`config.mk`:
```
export PLATFORM = sky130hd
export DESIGN_NAME = asrf_framer
export DESIGN_NICKNAME = d
export VERILOG_FILES = /design/src/asrf_sync.v /design/src/asrf_framer.v
export VERILOG_INCLUDE_DIRS = /design/src
export SDC_FILE = /design/constraint.sdc
export NUM_CORES = 1
export LEC_CHECK = 0
export ABC_AREA = 1
export ABC_CLOCK_PERIOD_IN_PS = 2600
export BUFFER_PORTS_ARGS = -buffer_cell sky130_fd_sc_hd__buf_2
export CORE_ASPECT_RATIO = 1.75
export CORE_MARGIN = 4
export CORE_UTILIZATION = 30
export DETAILED_ROUTE_END_ITERATION = 6
export MAX_ROUTING_LAYER = met4
export PLACE_DENSITY = 0.47
export SLEW_MARGIN = 15
export SYNTH_ARGS = -nofsm -noshare
export SYNTH_HDL_FRONTEND = slang
export SYNTH_HIERARCHICAL = 1
export SYNTH_SLANG_ARGS = --single-unit
```
`constraint.sdc`:
```
create_clock -name core_clk -period 2.6 [get_ports core_clk]
set_input_delay 0.26 -clock core_clk [delete_from_list [all_inputs] [get_ports core_clk]]
set_output_delay 0.26 -clock core_clk [all_outputs]
set_load 0.01 [all_outputs]
```
`src/asrf_defs.vh`:
```
`ifndef ASRF_DEFS_VH
`define ASRF_DEFS_VH
// Number of leading zeros ahead of the result in every frame.
`define ASRF_LEAD_ZEROS 5'h04
// Falling edge, counted from chip select low, that returns track to hold.
`define ASRF_HOLD_EDGE 5'h03
// Frame lengths in serial clocks for the three resolutions.
`define ASRF_FRAME_12B 5'h10
`define ASRF_FRAME_10B 5'h0e
`define ASRF_FRAME_8B 5'h0c
// Resolution in bits of the widest variant.
`define ASRF_RES_MAX 12
// Width of the falling edge counter.
`define ASRF_CNT_W 5
`endif

```
`src/asrf_sync.v`:
```
`default_nettype none
// Two flip-flop synchroniser for one asynchronous level.
module asrf_sync
(
   input wire clk,
   input wire rst,
   input wire async_in,
   output reg sync_out
);
   reg meta_reg; // First stage, read only by the second stage.

   ////////////////////////////////////////////////////////////////////////
   // Both stages reset to the idle high level of the link pins, so no
   // false edge is seen when reset is released.
   always @(posedge clk or posedge rst)
   begin
      if (rst)
      begin
         meta_reg <= 1'b1;
         sync_out <= 1'b1;
      end
      else
      begin
         meta_reg <= async_in;
         sync_out <= meta_reg;
      end
   end
endmodule // asrf_sync
`default_nettype wire

```
`src/asrf_framer.v`:
```
`include "asrf_defs.vh"
`default_nettype none
// Function
// - Chip select fall powers up, tracks, drives, converts.
// - Third serial clock fall returns track to hold.
// - Twelve-bit: sixteenth fall releases output, powers down.
// - Twelve-bit: early chip select rise aborts frame.
// - Ten-bit: fourteenth fall releases output, powers down.
// - Ten-bit: early chip select rise aborts frame.
// - Eight-bit: twelfth fall releases output, powers down.
// - Eight-bit: early chip select rise aborts frame.
// - Serial clock alone paces conversion and shifting.
// - First leading zero appears at chip select fall.
// - Each falling edge launches the next bit.
// - Last bit launched on second-last fall.
// - Result is straight unsigned binary.
module asrf_framer
#(
   parameter RES_BITS = `ASRF_RES_MAX
)
(
   input wire core_clk,
   input wire rst,
   input wire cs_n,
   input wire sclk,
   input wire [RES_BITS-1:0] sample_code,
   output reg serial_data_out,
   output reg serial_data_oe_n,
   output reg track_mode,
   output reg powered_up,
   output reg converting,
   output reg [RES_BITS-1:0] result_code,
   output reg result_valid
);
   // Frame length follows the resolution: four zeros plus the code bits.
   localparam [`ASRF_CNT_W-1:0] FRAME_LEN = (RES_BITS == 12) ?
      `ASRF_FRAME_12B : (RES_BITS == 10) ? `ASRF_FRAME_10B :
      `ASRF_FRAME_8B;
   // Fall on which the sample is taken and the code is loaded.
   localparam [`ASRF_CNT_W-1:0] HOLD_EDGE = `ASRF_HOLD_EDGE;
   // The fall counter never passes FRAME_LEN, so five bits suffice.

   // Frame states.
   localparam [1:0] ST_DOWN = 2'h0;
   localparam [1:0] ST_ACTIVE = 2'h1;
   localparam [1:0] ST_DONE = 2'h2;

   wire cs_n_s; // Synchronised chip select.
   wire sclk_s; // Synchronised serial clock.
   reg cs_n_d_reg; // Previous chip select sample.
   reg sclk_d_reg; // Previous serial clock sample.
   reg [1:0] state_reg; // Frame state.
   reg [`ASRF_CNT_W-1:0] edge_cnt_reg; // Falling edges seen in frame.
   reg [15:0] shift_reg; // Outgoing frame, next bit at the top.
   reg [RES_BITS-1:0] code_reg; // Sampled code held for the frame.

   wire cs_fall = cs_n_d_reg & ~cs_n_s;
   wire cs_rise = ~cs_n_d_reg & cs_n_s;
   wire sclk_fall = sclk_d_reg & ~sclk_s;

   // Returns the frame word: leading zeros, code MSB first, padded low.
   // Narrow codes are zero extended and then moved up against the zeros,
   // which avoids a zero-width replication in the twelve-bit build.
   function [15:0] frame_word;
      input [RES_BITS-1:0] code;
      begin
         frame_word = {{(16 - RES_BITS){1'b0}}, code}
            << (12 - RES_BITS);
      end
   endfunction

   ////////////////////////////////////////////////////////////////////////
   // Both link pins cross into the core clock before any logic reads them.
   asrf_sync u_cs_sync
   (
      .clk(core_clk),
      .rst(rst),
      .async_in(cs_n),
      .sync_out(cs_n_s)
   );

   asrf_sync u_sclk_sync
   (
      .clk(core_clk),
      .rst(rst),
      .async_in(sclk),
      .sync_out(sclk_s)
   );

   ////////////////////////////////////////////////////////////////////////
   // Edge history of the synchronised pins.
   always @(posedge core_clk or posedge rst)
   begin
      if (rst)
      begin
         cs_n_d_reg <= 1'b1;
         sclk_d_reg <= 1'b1;
      end
      else
      begin
         cs_n_d_reg <= cs_n_s;
         sclk_d_reg <= sclk_s;
      end
   end

   ////////////////////////////////////////////////////////////////////////
   // Frame sequencer; progress moves only on serial clock falls.
   // The first zero stands from chip select fall, the next three zeros
   // leave on falls one to three, and the code follows from fall four.
   // The release fall powers down; later falls are ignored until the
   // next chip select fall.
   always @(posedge core_clk or posedge rst)
   begin
      if (rst)
      begin
         state_reg <= ST_DOWN;
         edge_cnt_reg <= 5'h00;
         shift_reg <= 16'h0000;
         code_reg <= {RES_BITS{1'b0}};
         serial_data_out <= 1'b0;
         serial_data_oe_n <= 1'b1;
         track_mode <= 1'b0;
         powered_up <= 1'b0;
         converting <= 1'b0;
         result_code <= {RES_BITS{1'b0}};
         result_valid <= 1'b0;
      end
      else
      begin
         result_valid <= 1'b0;
         if (cs_fall)
         begin
            // A new frame starts from any state.
            state_reg <= ST_ACTIVE;
            edge_cnt_reg <= 5'h00;
            shift_reg <= 16'h0000;
            serial_data_out <= 1'b0;
            serial_data_oe_n <= 1'b0;
            track_mode <= 1'b1;
            powered_up <= 1'b1;
            converting <= 1'b1;
         end
         else
         begin
            case (state_reg)
               ST_ACTIVE:
               begin
                  if (cs_rise)
                  begin
                     // Early chip select rise aborts the conversion.
                     state_reg <= ST_DOWN;
                     serial_data_oe_n <= 1'b1;
                     track_mode <= 1'b0;
                     powered_up <= 1'b0;
                     converting <= 1'b0;
                  end
                  else if (sclk_fall)
                  begin
                     edge_cnt_reg <= edge_cnt_reg + 5'h01;
                     if (edge_cnt_reg + 5'h01 == HOLD_EDGE)
                     begin
                        // Sample taken: code captured as hold begins.
                        track_mode <= 1'b0;
                        code_reg <= sample_code;
                        // The four zeros are already out; the MSB goes next.
                        shift_reg <= frame_word(sample_code)
                           << `ASRF_LEAD_ZEROS;
                     end
                     else
                     begin
                        shift_reg <= {shift_reg[14:0], 1'b0};
                     end
                     // Bit n+1 launched on fall n; zeros before hold.
                     if (edge_cnt_reg + 5'h01 < HOLD_EDGE)
                     begin
                        serial_data_out <= 1'b0;
                     end
                     else if (edge_cnt_reg + 5'h01 == HOLD_EDGE)
                     begin
                        serial_data_out <= 1'b0;
                     end
                     else
                     begin
                        serial_data_out <= shift_reg[15];
                     end
                     if (edge_cnt_reg + 5'h01 == FRAME_LEN)
                     begin
                        state_reg <= ST_DONE;
                        serial_data_oe_n <= 1'b1;
                        powered_up <= 1'b0;
                        converting <= 1'b0;
                        result_code <= code_reg;
                        result_valid <= 1'b1;
                     end
                  end
               end
               ST_DONE:
               begin
                  // Powered down; clocks ignored until next frame.
                  if (cs_rise)
                  begin
                     state_reg <= ST_DOWN;
                  end
               end
               ST_DOWN:
               begin
                  state_reg <= ST_DOWN;
               end
               default:
               begin
                  state_reg <= ST_DOWN;
               end
            endcase
         end
      end
   end
endmodule // asrf_framer
`default_nettype wire

```
Word level (Yosys, flattened, before mapping):

Index checks and enable logic that the tools add are counted.

* add/sub/neg operators: 1
* equality and inequality tests: 8
* order comparisons: 1
* reduce and logical (&&, ||, !) cells: 11
* muxes and demuxes: 41
* bitwise logic cells: 8

Operators by type and width (number)
* $mux W16: 5
* $mux W1: 26
* $mux W5: 4
* $reduce_and A3 Y1: 4
* $mux W2: 5
* $reduce_and A5 Y1: 2
* $reduce_bool A3 Y1: 3
* $ne A4 B4 Y1 const B: 2
* $add A5 B1 Y5 const B: 1
* $eq A5 B2 Y1 const B: 1
* $eq A5 B5 Y1 const B: 1
* $lt A5 B2 Y1 const B: 1
* $not A1 Y1: 5
* $pmux W2 S2: 1
* $reduce_bool A2 Y1: 2
* $and A1 B1 Y1: 3
* $ne A3 B3 Y1 const B: 1
* $eq A2 B1 Y1 const B: 1
* $eq A2 B2 Y1 const B: 1
* $ne A2 B2 Y1 const B: 1

* flip-flop bits (word level): 58
* output and inout bits: 18
* input port bits: 16

Depth between registers and ports, before layout:

* word-level depth: 8
* mapped depth: 11
* gate-level depth less buffers: 10

Modules after synthesis:

The synthesis kept the hierarchy.

Modules (own cells, without submodules)
* asrf_framer: times used 1, cells each 271, area an instance 2317.2 µm²
* asrf_sync: times used 2, cells each 3, area an instance 56.3 µm²

Worst setup path after synthesis:

No wires, ideal clock.

* kind: flip-flop to flip-flop
* start: register edge_cnt_reg[0]
* end: register code_reg[0]
* arrival: 1.597 ns
* path buffers: 1
* clock period less this slack: 1.716 ns
* cell stages (with the launch flop): 10
* setup time: 0.118 ns
* path slack: 0.884 ns
* path through: dfrtp_1 ha_1 xor2_1 nor2_4 nand2_4 nor2_4 nand2_4 buf_6 nand2_1 nand2_1

* word-level cells in the longest chain between the ends: 3

Ends and longest elaborated chain
* from (decl): line asrf_framer.v:53 `` reg [`ASRF_CNT_W-1:0] edge_cnt_reg; ``
* from (signal assigned): line asrf_framer.v:159 `edge_cnt_reg <= edge_cnt_reg + 5'h01;`
* $add A5 B1 Y5: line asrf_framer.v:160 `if (edge_cnt_reg + 5'h01 == HOLD_EDGE)`
* $eq A5 B2 Y1: line asrf_framer.v:160
* $reduce_and A5 Y1 (no line)
* to (signal assigned): line asrf_framer.v:119 `code_reg <= {RES_BITS{1'b0}};`
* to (signal assigned): line asrf_framer.v:164 `code_reg <= sample_code;`
* to (decl): line asrf_framer.v:55 `reg [RES_BITS-1:0] code_reg;`

No other way between the ends.
A chain may end at the register's enable or synchronous reset.

Worst setup path in the final report:

* start: register u_cs_sync.sync_out
* end: register edge_cnt_reg[3]

* word-level cells in the longest chain between the ends: 4

Ends and longest elaborated chain
* from (decl): line asrf_sync.v:8 `output reg sync_out`
* from (signal assigned): line asrf_sync.v:25 `sync_out <= meta_reg;`
* $not A1 Y1 *: line asrf_framer.v:57 `wire cs_fall = cs_n_d_reg & ~cs_n_s;`
* $and A1 B1 Y1 *: line asrf_framer.v:57
* net cs_fall: line asrf_framer.v:57
* $ne A2 B2 Y1 (no line) or $reduce_bool A2 Y1 (tied branches)
* $reduce_and A3 Y1 (no line)

The timed path passes the listed nets; every way through them passes the cells marked *.

==> results.md <==
| Quantity | Reported |
|:---|:---|
| Library cell with the highest instance count after synthesis | sky130_fd_sc_hd__nand2_1 |
| Library cell with the largest summed area after synthesis | sky130_fd_sc_hd__dfrtp_1 |
| Vias per Instance | 4.443 |
| Detailed Route WL | 5006 um |
| Max frequency | 488.2 MHz |
| Maximum number of pins on one net before global-route repair | 28 |
| Clk_lat worst skew | 0.29 ns |
| Final period demand of the worst path | 2.048 ns |
| Count of flip-flops with a built-in enable after synthesis | 0 |
| Cell area after synthesis | 2430 um2 |
| Number of global-route vias before repair | 1841 |
| Critical Path Sink | edge_cnt_reg[3]$_DFFE_PP0P_ |
| Count of cells along the worst register-to-register path | 7 |
| Arrival @ worst endpoint | 2.25 ns |
| GR Overflow Total | 0 |
| Ant. Diodes | 0 |
| Die X | 76.03 um |
| Clock-pin slew on the worst setup and hold paths | 0.06 ns |
| Proportion of synthesized chip area in sequential cells | 0.5597 |
| Height of the die | 127.1 um |
| Number of buffers added on ports | 33 |
| Number of rows created at floorplan | 43 |
| CTS Sinks | 54 |
| Top post-synthesis cells by area | sky130_fd_sc_hd__dfrtp_1, sky130_fd_sc_hd__nand2_1, sky130_fd_sc_hd__dfstp_2, sky130_fd_sc_hd__nand3_1, sky130_fd_sc_hd__inv_1 |
| Outcome | completed |
| Primary FF master, synth | sky130_fd_sc_hd__dfrtp_1 |
| Total global routing track utilization | 0.1157 |
| Post-synthesis area per instance | 8.772 um2 |
| Number of instances in the placed design | 394 |
| Number of hold buffers added after cts | 0 |
| Total power density per cell area | 717.7 nW/um2 |
| Count of final max-slew check failures | 0 |
| CP Launch Type | flop |
| GP Congestion | 0.8268 |
| Ports | 34 |
| Critical Path Sink Type | flop |
| Clock skew after layout | 0.006250 ns |
| Post-synthesis net count | 298 |
| Class of the tightest hold or removal check | in -> async |
| Setup repair after global routing missed its margin | no |
| P_leak | 1.563 nW |
| Root buffer selected by CTS | sky130_fd_sc_hd__clkbuf_16 |
| Core outline area | 7909 um2 |
| Via count | 1786 |
| Cell area after placement | 2669 um2 |
| Layout area overhead | 16.53% |
| Start point of the critical path | u_cs_sync/sync_out$_DFF_PP1_ |
| Synth top cells by count | sky130_fd_sc_hd__nand2_1, sky130_fd_sc_hd__dfrtp_1, sky130_fd_sc_hd__inv_1 |
| Largest voltage drop on the vdd net | 0.2714 mV |
| Final cell count without fillers | 402 |
| Setup Crit Path Kind | reg -> reg |
| Setup slack of the worst register-to-register path | 0.55 ns |
| Synthesized flop and latch total | 54 |
| TritonCTS clock tree | done |
| Initial DRC Count | 82 |
| Portion of synthesized cell area occupied by the leading cell type | 0.4840 |
| Global-route wire length before repair | 8721 um |
| Htree depth | 2 |
| Final setup fails | 0 |
| Fill cell instance count of the final layout | 820 |
| Reg2Reg Launch Point | u_cs_sync/sync_out$_DFF_PP1_ |
| Antenna violation net count after detailed routing | 0 |
| Total die area | 9660 um2 |
| Count of TritonRoute iterations in the first routing pass | 4 |
| Final nets | 332 |
| Gates resized, CTS repair | 0 |
| Design Area, Final | 2831 um2 |
| Worst slew margin | 0.5551 |
| Synthesis Warnings | 6 |
| Detail-routed net length per standard cell | 12.45 um |
| Number of antenna violations at the first check in global routing | 0 |
| Worst Tran Pin Value | 0.6655 ns |
| Share of the cycle needed by the critical path after routing | 0.7878 |
| Number of buffers created by CTS | 5 |
| Final core utilization | 0.3580 |
| Required time at the endpoint of the critical path | 2.80 ns |
| Post-Synthesis Cells | 277 |
| Worst r2r dst | edge_cnt_reg[3]$_DFFE_PP0P_ |
| Number of remaining DRC errors | 0 |
| CP max FO | 16 |
| HPWL after detailed placement | 3801 um |
| Synth async-reset ratio | 1.000 |
| Setup tns final | 0 ns |
| Distinct cell type count of the synthesized netlist | 28 |
| Number of buffers inserted to repair setup after CTS | 0 |
| Maxcap violations | 0 |
| Layout cell share with drive strength beyond 1 | 0.1923 |
| Final count of hold timing violations | 0 |
| Power Total | 0.002032 W |
| Max clock buf depth | 2 |
| Initial Utilization | 0.3072 |
per-stage QoR:
stage	setup WS, ns	hold WS (ns)
2_1_floorplan	0.8842	0.1715
3_3_place_gp	0.5610	0.3197
3_5_place_dp	0.5312	0.3179
4_1_cts	0.5138	0.004659
5_1_grt	0.2486	0.01112
6_report	0.5516	0.007507
placed cells by master, fill, tap and decap left out:
cell type / n
sky130_fd_sc_hd__xor2_1: 1
sky130_fd_sc_hd__o21ai_0: 15
sky130_fd_sc_hd__nand2_2: 1
sky130_fd_sc_hd__inv_2: 2
sky130_fd_sc_hd__nor2_4: 2
sky130_fd_sc_hd__ha_1: 5
sky130_fd_sc_hd__o22ai_1: 1
sky130_fd_sc_hd__o21a_1: 1
sky130_fd_sc_hd__buf_4: 3
sky130_fd_sc_hd__clkbuf_16: 5
sky130_fd_sc_hd__nor2_1: 14
sky130_fd_sc_hd__clkbuf_1: 2
sky130_fd_sc_hd__buf_2: 33
sky130_fd_sc_hd__dfrtp_1: 47
sky130_fd_sc_hd__nand2_1: 85
sky130_fd_sc_hd__nand4_4: 1
sky130_fd_sc_hd__nand3_1: 30
sky130_fd_sc_hd__bufinv_16: 1
sky130_fd_sc_hd__o21ai_1: 7
sky130_fd_sc_hd__nor3_1: 1
sky130_fd_sc_hd__a21oi_1: 1
sky130_fd_sc_hd__nand2_4: 3
sky130_fd_sc_hd__inv_1: 36
sky130_fd_sc_hd__clkinv_1: 1
sky130_fd_sc_hd__nand3_2: 1
sky130_fd_sc_hd__a22o_2: 1
sky130_fd_sc_hd__nand4_1: 5
sky130_fd_sc_hd__dfstp_2: 7
kinds of logic after synthesis:
group | share of synthesized area
simple gates | 0.2683
flops | 0.5597
buf+inv | 0.08547
compound gates | 0.05716
fa+ha+maj | 0.02575
xor+xnor | 0.003605
power by group:
group	internal [W]	total, W	switching [W]
logic	0.000102	0.000292	0.000190
registers	0.000941	0.000997	0.0000559
clock network	0.000456	0.000743	0.000287
total	0.00150	0.00203	0.000533
how the worst min path moves through the flow:
stage / startpoint / cells after the start / slack [ns] / endpoint
2_1_floorplan: rst / 1 / 0.17 / u_cs_sync/meta_reg$_DFF_PP1_
3_3_place_gp: rst / 2 / 0.32 / u_sclk_sync/meta_reg$_DFF_PP1_
3_5_place_dp: rst / 2 / 0.32 / u_cs_sync/meta_reg$_DFF_PP1_
4_1_cts: rst / 2 / 0.005 / u_cs_sync/meta_reg$_DFF_PP1_
5_1_grt: rst / 2 / 0.01 / u_cs_sync/meta_reg$_DFF_PP1_
6_report: rst / 2 / 0.008 / u_cs_sync/meta_reg$_DFF_PP1_
final cells by class:
type                            count  area [um2]  share of cell area
Tap cell                           90       112.6             0.03977
Clock inverter                      1       30.03             0.01061
Inverter                           39       146.4             0.05170
Clock buffer                        7       132.6             0.04684
Timing Repair Buffer               36       187.7             0.06628
Multi-Input combinational cell    175       862.1              0.3045
Sequential cell                    54        1360              0.4803
layer usage:
layer	GRT usage	up-vias	share of wire
li1	-	936	-
met1	0.1276	794	0.42
met2	0.1949	40	0.51
met3	0.02398	16	0.035
met4	0.05975	0	0.038
met5	-	-	0
critical path, cell delays in order (launching register included):
cell and delay [ns]:
sky130_fd_sc_hd__dfstp_2 0.54, sky130_fd_sc_hd__inv_1 0.04, sky130_fd_sc_hd__ha_1 0.21, sky130_fd_sc_hd__inv_1 0.15, sky130_fd_sc_hd__nand2_1 0.13, sky130_fd_sc_hd__nand3_1 0.53, sky130_fd_sc_hd__inv_1 0.15, sky130_fd_sc_hd__o21ai_0 0.20
Note: power is estimated with default switching activity, not from simulation.
